File: src/inc/ssf_pkg.sv
// Purpose: Shared constants and types of the serial slave command front end.
// Assumes: One core clock; all serial pins are sampled in that clock's domain.
// Notes:   Opcode values, status bit positions and address sizes live only here.
package ssf_pkg;
	// Opcodes, shifted in most significant bit first.
	localparam logic [7:0] OPC_SET_WRITE_LATCH   = 8'h06;
	localparam logic [7:0] OPC_CLEAR_WRITE_LATCH = 8'h04;
	localparam logic [7:0] OPC_STATUS_READ       = 8'h05;
	localparam logic [7:0] OPC_STATUS_WRITE      = 8'h01;
	localparam logic [7:0] OPC_MEM_READ          = 8'h03;
	localparam logic [7:0] OPC_MEM_WRITE         = 8'h02;
	localparam logic [7:0] OPC_SLEEP             = 8'hb9;

	localparam int unsigned BYTE_W     = 8;
	localparam logic [2:0]  LAST_BIT   = 3'h7;
	localparam int unsigned ADDR_W     = 18;
	localparam logic [1:0]  LAST_ADDR_BYTE = 2'h2;

	// Status register layout.
	localparam int unsigned ST_PROT_EN_BIT = 7;
	localparam int unsigned ST_ONE_BIT     = 6;
	localparam int unsigned ST_BLK1_BIT    = 3;
	localparam int unsigned ST_BLK0_BIT    = 2;
	localparam int unsigned ST_WEF_BIT     = 1;
	localparam logic        WEF_RESET      = 1'b0;

	// Entry of the write-data buffer: a status flag above the data byte.
	localparam int unsigned WR_ENTRY_W = BYTE_W + 1;

	typedef enum logic [2:0] {
		SSF_CMD_NONE,
		SSF_CMD_SET_WRITE_LATCH,
		SSF_CMD_CLEAR_WRITE_LATCH,
		SSF_CMD_STATUS_READ,
		SSF_CMD_STATUS_WRITE,
		SSF_CMD_MEM_READ,
		SSF_CMD_MEM_WRITE,
		SSF_CMD_SLEEP
	} ssf_cmd_e;
endpackage

File: src/inc/ssf_stream_if.sv
// Purpose: Valid and ready word stream between the front end's own modules.
// Assumes: Source and sink share the core clock.
// Notes:   A word moves in every cycle where valid and ready are both high.
`timescale 1ns/1ps
interface ssf_stream_if #(
	parameter int unsigned W = 9
) ();
	logic         valid;
	logic         ready;
	logic [W-1:0] data;

	modport src (output valid, output data, input ready);
	modport snk (input valid, input data, output ready);
endinterface

File: src/rtl/ssf_sync.sv
// Purpose: Two flip-flop synchroniser for a group of asynchronous pins.
// Assumes: Each bit is an independent level; no bus coherence is implied.
// Notes:   Only the second stage is visible to the rest of the design.
`timescale 1ns/1ps
module ssf_sync #(
	parameter int unsigned      WIDTH     = 1,
	parameter logic [WIDTH-1:0] RESET_VAL = '0
) (
	input  wire logic             i_core_clk,
	input  wire logic             i_nrst,
	input  wire logic [WIDTH-1:0] i_async,
	output logic      [WIDTH-1:0] o_sync
);
	logic [WIDTH-1:0] stage1;

	if (WIDTH < 1) begin : g_chk
		$error("ssf_sync needs WIDTH of at least one");
	end

	always_ff @(posedge i_core_clk or negedge i_nrst) begin
		if (!i_nrst) begin
			stage1 <= RESET_VAL;
			o_sync <= RESET_VAL;
		end else begin
			stage1 <= i_async;
			o_sync <= stage1;
		end
	end
endmodule // ssf_sync

File: src/rtl/ssf_buf2.sv
// Purpose: Two-entry buffer with valid and ready on both sides.
// Assumes: Writer honours ready; a word offered while full is not taken.
// Notes:   Full and empty follow the entry count exactly.
`timescale 1ns/1ps
module ssf_buf2 #(
	parameter int unsigned W = 9
) (
	input  wire logic  i_core_clk,
	input  wire logic  i_nrst,
	ssf_stream_if.snk  fill,
	ssf_stream_if.src  drain
);
	logic [W-1:0] mem [2];
	logic         wr_ptr;
	logic         rd_ptr;
	logic [1:0]   count;
	wire          push = fill.valid & fill.ready;
	wire          pop  = drain.valid & drain.ready;

	if (W < 1) begin : g_chk
		$error("ssf_buf2 needs W of at least one");
	end

	assign fill.ready  = (count != 2'h2);
	assign drain.valid = (count != 2'h0);
	assign drain.data  = mem[rd_ptr];

	always_ff @(posedge i_core_clk or negedge i_nrst) begin
		if (!i_nrst) begin
			wr_ptr <= 1'b0;
			rd_ptr <= 1'b0;
			count  <= 2'h0;
			mem[0] <= '0;
			mem[1] <= '0;
		end else begin
			if (push) begin
				mem[wr_ptr] <= fill.data;
				wr_ptr      <= ~wr_ptr;
			end
			if (pop) begin
				rd_ptr <= ~rd_ptr;
			end
			if (push && !pop) begin
				count <= count + 2'h1;
			end else if (pop && !push) begin
				count <= count - 2'h1;
			end
		end
	end
endmodule // ssf_buf2

File: src/rtl/ssf_front_end.sv
// Purpose: Serial slave command front end of a byte-wide nonvolatile memory.
// Assumes: Serial clock well below half the core clock; the bench runs it at 80 ns.
// Notes:   Pins are oversampled by the core clock, so serial edges are seen two
//          to three core cycles late; that limits the usable serial rate.
//
// Function
// - Sample input on serial clock rises; change output only on falls.
// - Clock level at select fall picks mode: low is 0, high is 3.
// - In mode 3 the first rise after the clock toggles carries bit one.
// - First eight bits after select fall are the opcode.
// - One opcode per select cycle; decoding restarts only after a fall.
// - While deselected, ignore input and keep output tristated.
// - All bytes travel most significant bit first.
// - Three address bytes; keep the low 18 bits, drop the first six.
// - Unknown opcode: do nothing, ignore input until next select fall.
// - Decode 06h as latch set and 04h as latch clear.
// - Decode 05h status read, 01h status write, b9h sleep.
// - Decode 03h memory read and 02h memory write.
// - Write-enable latch is clear after power-up.
// - Latch-set opcode in its own cycle sets the internal latch.
// - Only the latch-set opcode sets the flag; status writes cannot.
// - Clear latch at select rise ending latch clear, status or memory write.
// - Eight-bit status register shows flag 0 after latch clear.
// - Write-enable flag sits in status bit 1, high when enabled.
// - After status-read opcode shift out the current status byte.
// - Hold low suspends work, ignores clock and select, tristates output.
`timescale 1ns/1ps
module ssf_front_end (
	input  wire logic                      i_core_clk,
	input  wire logic                      i_nrst,
	input  wire logic                      i_cs_n,
	input  wire logic                      i_sck,
	input  wire logic                      i_si,
	input  wire logic                      i_hold_n,
	output logic                           o_so,
	output logic                           o_so_oe,
	output logic                           o_mode3,
	output ssf_pkg::ssf_cmd_e              o_cmd,
	output logic                           o_cmd_valid,
	output logic [ssf_pkg::ADDR_W-1:0]     o_addr,
	output logic                           o_addr_valid,
	output logic                           o_write_enable_flag,
	input  wire logic [ssf_pkg::BYTE_W-1:0] i_status_cfg,
	input  wire logic [ssf_pkg::BYTE_W-1:0] i_rd_data,
	output logic                           o_rd_strobe,
	output logic                           o_wr_valid,
	output logic [ssf_pkg::BYTE_W-1:0]     o_wr_data,
	output logic                           o_wr_is_status,
	input  wire logic                      i_wr_ready,
	output logic                           o_wr_room,
	output logic                           o_overrun
);
	import ssf_pkg::*;

	typedef enum logic [2:0] {
		ST_IDLE,
		ST_OPCODE,
		ST_ADDR,
		ST_WDATA,
		ST_TX,
		ST_DONE,
		ST_IGNORE
	} ssf_state_e;

	// Synchronised pins: chip select and hold reset to their inactive high level.
	logic [3:0]  pins_s;
	wire         cs_n_s   = pins_s[3];
	wire         sck_s    = pins_s[2];
	wire         si_s     = pins_s[1];
	wire         hold_n_s = pins_s[0];

	ssf_sync #(
		.WIDTH     (4),
		.RESET_VAL (4'h9)
	) u_sync (
		.i_core_clk (i_core_clk),
		.i_nrst     (i_nrst),
		.i_async    ({i_cs_n, i_sck, i_si, i_hold_n}),
		.o_sync     (pins_s)
	);

	ssf_state_e            state;
	ssf_state_e            next_state;
	logic                  sck_d;
	logic                  cs_n_d;
	logic [2:0]            bit_cnt;
	logic [BYTE_W-1:0]     shift_in;
	ssf_cmd_e              cmd;
	logic [1:0]            addr_cnt;
	logic [ADDR_W-1:0]     addr;
	logic                  addr_valid;
	logic                  mode3;
	logic                  wef;
	logic [BYTE_W-1:0]     tx_shift;
	logic                  so;
	logic                  so_on;
	logic                  rd_strobe;
	logic                  overrun;

	// Edge detection works on the second synchroniser stage and its delayed copy.
	wire sck_rise = sck_s & ~sck_d;
	wire sck_fall = ~sck_s & sck_d;

	// The select edge is only taken while hold is high; a select change during
	// hold is seen once hold is released.
	wire cs_fall  = hold_n_s & cs_n_d & ~cs_n_s;
	wire cs_rise  = hold_n_s & ~cs_n_d & cs_n_s;
	wire active   = hold_n_s & ~cs_n_s & ~cs_n_d;

	// In mode 3 the clock is already high at selection, so the next edge seen is
	// a fall and the first rise after it is the first bit.
	wire rise_ev  = active & sck_rise;
	wire fall_ev  = active & sck_fall;

	wire [BYTE_W-1:0] next_byte = {shift_in[BYTE_W-2:0], si_s};
	wire              byte_done = rise_ev & (bit_cnt == LAST_BIT);

	// Opcode decoding of the completed first byte.
	wire ssf_cmd_e dec_cmd =
		(next_byte == OPC_SET_WRITE_LATCH)   ? SSF_CMD_SET_WRITE_LATCH :
		(next_byte == OPC_CLEAR_WRITE_LATCH) ? SSF_CMD_CLEAR_WRITE_LATCH :
		(next_byte == OPC_STATUS_READ)       ? SSF_CMD_STATUS_READ :
		(next_byte == OPC_STATUS_WRITE)      ? SSF_CMD_STATUS_WRITE :
		(next_byte == OPC_SLEEP)             ? SSF_CMD_SLEEP :
		(next_byte == OPC_MEM_READ)          ? SSF_CMD_MEM_READ :
		(next_byte == OPC_MEM_WRITE)         ? SSF_CMD_MEM_WRITE :
		SSF_CMD_NONE;

	wire opcode_done = byte_done & (state == ST_OPCODE);
	wire addr_last   = byte_done & (state == ST_ADDR) & (addr_cnt == LAST_ADDR_BYTE);

	// Status byte: fixed bits, the write-enable latch, and the protection bits
	// owned by the status unit. A status write reaches only that unit, so the
	// latch position cannot be written.
	wire [BYTE_W-1:0] status_byte = {
		i_status_cfg[ST_PROT_EN_BIT],
		1'b1,
		2'b00,
		i_status_cfg[ST_BLK1_BIT],
		i_status_cfg[ST_BLK0_BIT],
		wef,
		1'b0
	};

	// The latch is set on the latch-set opcode and cleared as a write cycle ends.
	wire wef_set = opcode_done & (dec_cmd == SSF_CMD_SET_WRITE_LATCH);
	wire wef_clr = cs_rise & ((cmd == SSF_CMD_CLEAR_WRITE_LATCH) |
		(cmd == SSF_CMD_STATUS_WRITE) | (cmd == SSF_CMD_MEM_WRITE));
	wire next_wef = wef_set ? 1'b1 : (wef_clr ? 1'b0 : wef);

	// Transmit loading: the byte to send is loaded on the rise that ends the
	// preceding byte, so the following fall already drives its first bit.
	wire tx_load      = byte_done & (next_state == ST_TX);
	wire tx_is_status = (state == ST_OPCODE) ? (dec_cmd == SSF_CMD_STATUS_READ)
	                                         : (cmd == SSF_CMD_STATUS_READ);
	wire [BYTE_W-1:0] tx_src = tx_is_status ? status_byte : i_rd_data;
	wire tx_shift_ev  = fall_ev & (state == ST_TX);

	// Write-data path through the two-entry buffer.
	ssf_stream_if #(.W(WR_ENTRY_W)) wr_fill ();
	ssf_stream_if #(.W(WR_ENTRY_W)) wr_drain ();

	wire wr_push = byte_done & (state == ST_WDATA);
	assign wr_fill.valid = wr_push;
	assign wr_fill.data  = {cmd == SSF_CMD_STATUS_WRITE, next_byte};
	assign wr_drain.ready = i_wr_ready;

	ssf_buf2 #(
		.W (WR_ENTRY_W)
	) u_wr_buf (
		.i_core_clk (i_core_clk),
		.i_nrst     (i_nrst),
		.fill       (wr_fill),
		.drain      (wr_drain)
	);

	// A serial master cannot be stalled; a byte arriving while the buffer is full
	// is dropped and flagged until the next selection.
	wire next_overrun = cs_fall ? 1'b0 : (overrun | (wr_push & ~wr_fill.ready));

	always_comb begin
		next_state = state;
		if (cs_fall) begin
			next_state = ST_OPCODE;
		end else if (cs_rise) begin
			next_state = ST_IDLE;
		end else if (byte_done) begin
			case (state)
				ST_OPCODE: begin
					case (dec_cmd)
						SSF_CMD_NONE:         next_state = ST_IGNORE;
						SSF_CMD_STATUS_READ:  next_state = ST_TX;
						SSF_CMD_STATUS_WRITE: next_state = ST_WDATA;
						SSF_CMD_MEM_READ:     next_state = ST_ADDR;
						SSF_CMD_MEM_WRITE:    next_state = ST_ADDR;
						default:              next_state = ST_DONE;
					endcase
				end
				ST_ADDR: begin
					if (addr_cnt == LAST_ADDR_BYTE) begin
						next_state = (cmd == SSF_CMD_MEM_READ) ? ST_TX : ST_WDATA;
					end
				end
				default: begin
					next_state = state;
				end
			endcase
		end
	end

	always_ff @(posedge i_core_clk or negedge i_nrst) begin
		if (!i_nrst) begin
			state  <= ST_IDLE;
			sck_d  <= 1'b0;
			cs_n_d <= 1'b1;
			wef    <= WEF_RESET;
			mode3  <= 1'b0;
		end else begin
			state <= next_state;
			sck_d <= sck_s;
			if (hold_n_s) begin
				cs_n_d <= cs_n_s;
			end
			wef <= next_wef;
			if (cs_fall) begin
				mode3 <= sck_s;
			end
		end
	end

	always_ff @(posedge i_core_clk or negedge i_nrst) begin
		if (!i_nrst) begin
			bit_cnt  <= 3'h0;
			shift_in <= 8'h00;
		end else if (cs_fall) begin
			bit_cnt  <= 3'h0;
			shift_in <= 8'h00;
		end else if (rise_ev) begin
			bit_cnt  <= bit_cnt + 3'h1;
			shift_in <= next_byte;
		end
	end

	always_ff @(posedge i_core_clk or negedge i_nrst) begin
		if (!i_nrst) begin
			cmd <= SSF_CMD_NONE;
		end else if (cs_fall || cs_rise) begin
			cmd <= SSF_CMD_NONE;
		end else if (opcode_done) begin
			cmd <= dec_cmd;
		end
	end

	always_ff @(posedge i_core_clk or negedge i_nrst) begin
		if (!i_nrst) begin
			addr_cnt   <= 2'h0;
			addr       <= '0;
			addr_valid <= 1'b0;
		end else if (cs_fall || cs_rise) begin
			addr_cnt   <= 2'h0;
			addr_valid <= 1'b0;
		end else if (byte_done && state == ST_ADDR) begin
			// Older bytes fall off the top, leaving the last 18 bits.
			addr       <= {addr[ADDR_W-BYTE_W-1:0], next_byte};
			addr_cnt   <= addr_cnt + 2'h1;
			addr_valid <= addr_last;
		end
	end

	always_ff @(posedge i_core_clk or negedge i_nrst) begin
		if (!i_nrst) begin
			tx_shift  <= 8'h00;
			so        <= 1'b0;
			so_on     <= 1'b0;
			rd_strobe <= 1'b0;
		end else begin
			rd_strobe <= tx_load & ~tx_is_status;
			if (cs_fall || cs_rise) begin
				so_on <= 1'b0;
			end else if (tx_shift_ev) begin
				so_on <= 1'b1;
			end
			if (tx_load) begin
				tx_shift <= tx_src;
			end else if (tx_shift_ev) begin
				tx_shift <= {tx_shift[BYTE_W-2:0], 1'b0};
			end
			if (tx_shift_ev) begin
				so <= tx_shift[BYTE_W-1];
			end
		end
	end

	always_ff @(posedge i_core_clk or negedge i_nrst) begin
		if (!i_nrst) begin
			overrun <= 1'b0;
		end else begin
			overrun <= next_overrun;
		end
	end

	assign o_so                = so;
	// The output is driven only in a transmit phase, never while deselected,
	// held or ignoring an unknown opcode.
	assign o_so_oe             = active & so_on & (state == ST_TX);
	assign o_mode3             = mode3;
	assign o_cmd               = cmd;
	assign o_cmd_valid         = (cmd != SSF_CMD_NONE);
	assign o_addr              = addr;
	assign o_addr_valid        = addr_valid;
	assign o_write_enable_flag = wef;
	assign o_rd_strobe         = rd_strobe;
	assign o_wr_valid          = wr_drain.valid;
	assign o_wr_data           = wr_drain.data[BYTE_W-1:0];
	assign o_wr_is_status      = wr_drain.data[BYTE_W];
	assign o_wr_room           = wr_fill.ready;
	assign o_overrun           = overrun;
endmodule // ssf_front_end

File: config.mk
export PLATFORM = sky130hd
export DESIGN_NAME = ssf_front_end
export DESIGN_NICKNAME = d
export VERILOG_FILES = /design/src/inc/ssf_pkg.sv /design/src/inc/ssf_stream_if.sv /design/src/rtl/ssf_sync.sv /design/src/rtl/ssf_buf2.sv /design/src/rtl/ssf_front_end.sv
export SDC_FILE = /design/constraint.sdc
export NUM_CORES = 1
export LEC_CHECK = 0
export BUFFER_PORTS_ARGS = -buffer_cell sky130_fd_sc_hd__buf_2
export CAP_MARGIN = 25
export CELL_PAD_IN_SITES_DETAIL_PLACEMENT = 1
export CELL_PAD_IN_SITES_GLOBAL_PLACEMENT = 2
export CORE_UTILIZATION = 37
export CTS_CLUSTER_DIAMETER = 120
export CTS_CLUSTER_SIZE = 40
export DETAILED_ROUTE_END_ITERATION = 8
export PLACE_DENSITY = 0.86
export SLEW_MARGIN = 20
export SYNTH_ARGS = -nofsm -noshare
export SYNTH_HDL_FRONTEND = slang
export SYNTH_SLANG_ARGS = --single-unit
File: constraint.sdc
create_clock -name i_core_clk -period 2.9 [get_ports i_core_clk]
set_input_delay 0.58 -clock i_core_clk [delete_from_list [all_inputs] [get_ports i_core_clk]]
set_output_delay 0.58 -clock i_core_clk [all_outputs]
set_load 0.05 [all_outputs]
Word-level counts from Yosys, hierarchy flattened
Cells that the tools add are included.

Flip-flop bits (word level): 83. Input bits: 23. Output and inout port bits: 40. Logic and storage cells: 154.

$add $sub $neg: 4. $lt $le $gt $ge: 3. Equality and inequality tests: 25. Muxes and demuxes: 41. Bitwise logic cells: 39. Reductions and logical operators: 19.

Operators with widths (number): 2-to-1 mux 3 bit (16); 2-to-1 mux 9 bit (4); == test 3 bit (second input constant) (9); AND 1 bit (25); == test 8 x 3 -> 1 bit (second input constant) (3); 2-to-1 mux 8 bit (3); bitwise mux 18 bit (1); == test 8 x 2 -> 1 bit (second input constant) (2); nonzero test 2 bit (8); == test 3 x 2 -> 1 bit (second input constant) (5); 2-to-1 mux 7 bit (2); one-hot mux 3 bit (4 select lines) (1); demux 9 bit (select 1 bit) (1); inverter 1 bit (9); == test 8 x 1 -> 1 bit (second input constant) (1); == test 8 bit (second input constant) (1); 2-to-1 mux 1 bit (8); 2-to-1 mux 2 bit (4); == test 3 x 1 -> 1 bit (second input constant) (2); one-hot mux 3 bit (2 select lines) (1); adder 2 x 1 -> 2 bit (second input constant) (2); >= comparator 2 bit (second input constant) (2); logical AND 1 bit (4); inverter 1 -> 2 bit (2); 12 further kinds (15).

Logic depth before layout (Yosys ltp)
Depth after elaboration: 18. Mapped depth: 9. Depth with buffers taken out: 9.

Hierarchy
Synthesis repeated with hierarchy kept, for this count alone.

Cell total of the unflattened synthesis: 303. Area, all modules: 3910.0 um^2.

Modules (own cells, without submodules): ssf_front_end (times used 1, cells an instance 230, area an instance 2645.0 um^2, sequential area each 1327.5 um^2); ssf_buf2 (times used 1, cells an instance 65, area an instance 1059.8 um^2, sequential area each 550.5 um^2); ssf_sync (times used 1, cells an instance 8, area an instance 205.2 um^2, sequential area each 205.2 um^2).

Worst setup path before layout
No wires, ideal clock.

Path type: register to output. Start: register u_sync.o_sync[0]. End: output o_so_oe. Arrival: 1.693 ns. Data required time: 2.320 ns. Setup slack: 0.627 ns. Cell stages (with the launch flop): 5. Path buffers: 1. Cell sequence: dfstp_2 nor3b_1 buf_2 nand3_1 nor2_1.

Cells in the longest elaborated chain, start to end: 4.

RTL lines: from (decl) (line ssf_sync.sv:12) `output logic [WIDTH-1:0] o_sync`; from (signal assigned) (line ssf_sync.sv:26) `o_sync <= stage1;`; AND 1 bit (2 in a row) (line ssf_front_end.sv:108) `wire active = hold_n_s & ~cs_n_s & ~cs_n_d;`; AND 1 bit (2 in a row) (line ssf_front_end.sv:305) `assign o_so_oe = active & so_on & (state == ST_TX);`; to (decl) (line ssf_front_end.sv:36) `output logic o_so_oe,`.

No other way between the ends.

Worst setup path after layout
Same ends and word-level chain as after synthesis.

==> out/qor.yml <==
placed_design:
  place_congestion: 0.794
  io_buffers: 57
  dp_hpwl_um: 5690
critical_path:
  start_kind: "flip-flop"
  r2r_cells: 7
  required_ns: 2.32
  cp-end-kind: "primary output"
  r2r_end: "u_wr_buf.mem[2]"
  rr_startpoint: "bit_cnt[0]"
  crit_type: "reg -> out"
  cp_max_fo: 10
  arrival_ns: 1.90
  regToRegSetupSlack_ns: 0.49
timing:
  period_needed_ns: 2.48
  setup_viol: 0
  final.setup_skew_ns: 0.0123
  tightestPinTransition_ns: 0.755
  rsz0062_at_grt: "false"
  timing.fmax_mhz: 404
  finalCritPeriodShare_pct: 85.4
  fin_tns_setup_ns: 0
  slew_viol_final: 0
  slew_headroom_pct: 49.7
  hold_violations: 0
grt:
  gr-total-overflow: 0
  grt_max_degree: 83
  grt_antenna_before_repair: 0
  grt_pass1_vias: 2717
  grt_usage_pct: 17.1
  grt_pass1_wl_um: 13500
routing:
  drc: 0
  dr.pass1.iters: 4
  drtAntennaViolNets: 0
  vias: 2677
  vias_per_cell: 5.20
  drtIter0Drc: 142
  routedWlPerCell_um: 15.8
  finalWirelength_um: 8120
pwr:
  p_int_mw: 1.74
  pwr-share-comb_pct: 5.7
  switchingPower_mw: 0.544
  peakVddDrop_v: 0.000229
  p_seq_share_pct: 53.1
  p_per_area_nw_per_um2: 515
  pwr-share-clk_pct: 41.3
  switching_share_pct: 23.8
  leakagePower_nw: 2.33
die:
  core_area_um2: 9820
  die_w_um: 103
  start_util_pct: 38.3
  die_area_um2: 10600
  fp.dieH_um: 103
  io_pins: 63
  rows: 36
synth:
  syn_area_per_cell_um2: 11.9
  ys_warn_count: 0
  synth_ff_type: "dfrtp_1"
  syn_nets: 343
  synth_edf_count: 0
  async_flop_share_pct: 100
  syn_area_um2: 3760
  ys_types: 52
  ys_seq_area_share_pct: 55.5
  synthCells: 316
  ys_seq_elements: 83
clock_network:
  htreeDepth: 3
  cts_tree: "yes"
  postCtsResizedCells: 0
  clock_path_buffers: 2
  numCtsBuffers: 9
  cts_sinks: 83
  ctsHoldBuffers: 0
  root_buffer: "clkbuf_8"
  clock_latency_ns: 0.37
  postCtsSetupRepairBufs: 0
  path_clk_slew_ns: 0.08
layout:
  fillerInstances: 1078
  utilization_pct: 45.1
  area_growth_pct: 17.8
  antenna_cells: 0
  nets: 404
  final_cell_mix: "dfrtp_1 (78), buf_2 (56), mux2_2 (46)"
  drive_gt1_share_pct: 36.6
  final_common_cell: "dfrtp_1"
run_status:
  status: "complete, no violations"
worst_hold_path:
  hold_class: "in -> async"
run:
  cap_violations: 0
==> worst max path at each step <==
stage | start | endpoint | slack [ns] | cells past startpoint
2_1_floorplan | u_sync.o_sync[0] | o_so_oe | 0.63 | 4
3_3_place_gp | shift_in[4] | tx_shift[7] | 0.54 | 5
3_5_place_dp | bit_cnt[0] | u_wr_buf.mem[0] | 0.44 | 7
4_1_cts | u_sync.o_sync[0] | o_so_oe | 0.36 | 5
5_1_grt | u_sync.o_sync[0] | o_so_oe | 0.27 | 5
6_report | u_sync.o_sync[0] | o_so_oe | 0.42 | 5
==> layer usage <==
| metal | global-route usage, % | up-vias | wire (um) |
|---|---|---|---|
| met2 | 26.1 | 58 | 3660 |
| met5 | 0 | - | 0 |
| met4 | 7.15 | 0 | 189 |
| met1 | 23.1 | 1364 | 3950 |
| li1 | - | 1240 | - |
| met3 | 4.20 | 15 | 321 |
==> cell type report <==
cell class,instances,area (um2),share of cell area (%)
clock buffers,10,138,3.11
inverters,12,45.0,1.02
repair buffers,61,322,7.27
clock inverters,6,87.6,1.98
well taps,133,166,3.76
flip-flops and latches,83,2080,47.1
multi-input cells,210,1580,35.8
==> stage by stage <==
stage	power, mW	hold slack, ns	worst slack, ns	instance area, um2	std cells
final	2.28	0.261	0.422	4430	515
after global routing	2.37	0.292	0.265	4430	515
after CTS	2.31	0.296	0.362	4420	515
after detailed placement	1.36	0.336	0.444	4200	499
after global placement	1.36	0.333	0.541	4200	499
after floorplan	1.30	0.284	0.627	3760	316
==> cells by family (layout without fill, tap and decap cells) <==
logic type | after synthesis | after routing | synth area share [%]
simple gates | 105 | 105 | 14.9
flops | 83 | 83 | 55.5
mux | 57 | 57 | 16.7
compound gates | 37 | 37 | 7.56
buf+inv | 23 | 89 | 2.36
xor+xnor | 7 | 7 | 1.63
fa+ha+maj | 4 | 4 | 1.33
==> sequential cells by signal, indices dropped and copies added, names as in the netlist <==
name and flops:
o_addr_valid 1, so_on 1, tx_shift 8, u_wr_buf.rd_ptr 1, addr_cnt 2, u_sync.stage1 4, o_rd_strobe 1, sck_d 1
u_wr_buf.count 2, u_wr_buf.wr_ptr 1, o_write_enable_flag 1, cs_n_d 1, o_addr 18, u_wr_buf.mem 18, state 3, u_sync.o_sync 4
shift_in 7, o_mode3 1, o_overrun 1, o_cmd 3, bit_cnt 3, o_so 1
==> cell usage after synthesis, drive strengths merged (2+ instances only) <==
master / instances / area share [%]
clkbuf: 9 / 0.90
dfstp: 5 / 3.5
ha: 4 / 1.3
nor3: 4 / 0.53
nor3b: 5 / 1.0
xor2: 4 / 0.93
buf: 2 / 0.27
or2: 4 / 0.67
or3: 4 / 0.80
and3: 3 / 0.53
dfrtp: 78 / 52
o221ai: 5 / 1.2
o21ai: 9 / 1.2
inv: 12 / 1.2
mux2i: 11 / 2.9
o31ai: 3 / 0.60
a21o: 2 / 0.43
xnor2: 3 / 0.70
nand3: 15 / 2.0
nand2: 40 / 4.2
nor2b: 3 / 0.50
nand2b: 4 / 0.67
a21oi: 4 / 0.53
nand4: 2 / 0.33
nor2: 12 / 1.2
mux2: 46 / 14
nand3b: 2 / 0.40
==> critical path: stages (launching register included) <==
cell     delay [ns]
dfstp_2        0.58
nor3b_1        0.26
buf_4          0.21
nand3_1        0.11
nor2_1         0.11
buf_2          0.27
==> power groups by stage <==
stage | Sequential [mW] | Combinational [mW] | Clock [mW]
floorplan | 1.23 | 0.0695 | 0
global placement | 1.23 | 0.126 | 0
detailed placement | 1.23 | 0.132 | 0
CTS | 1.21 | 0.133 | 0.966
global route | 1.21 | 0.145 | 1.01
finish | 1.21 | 0.129 | 0.941
No activity file was read; power rests on OpenSTA's default activity.
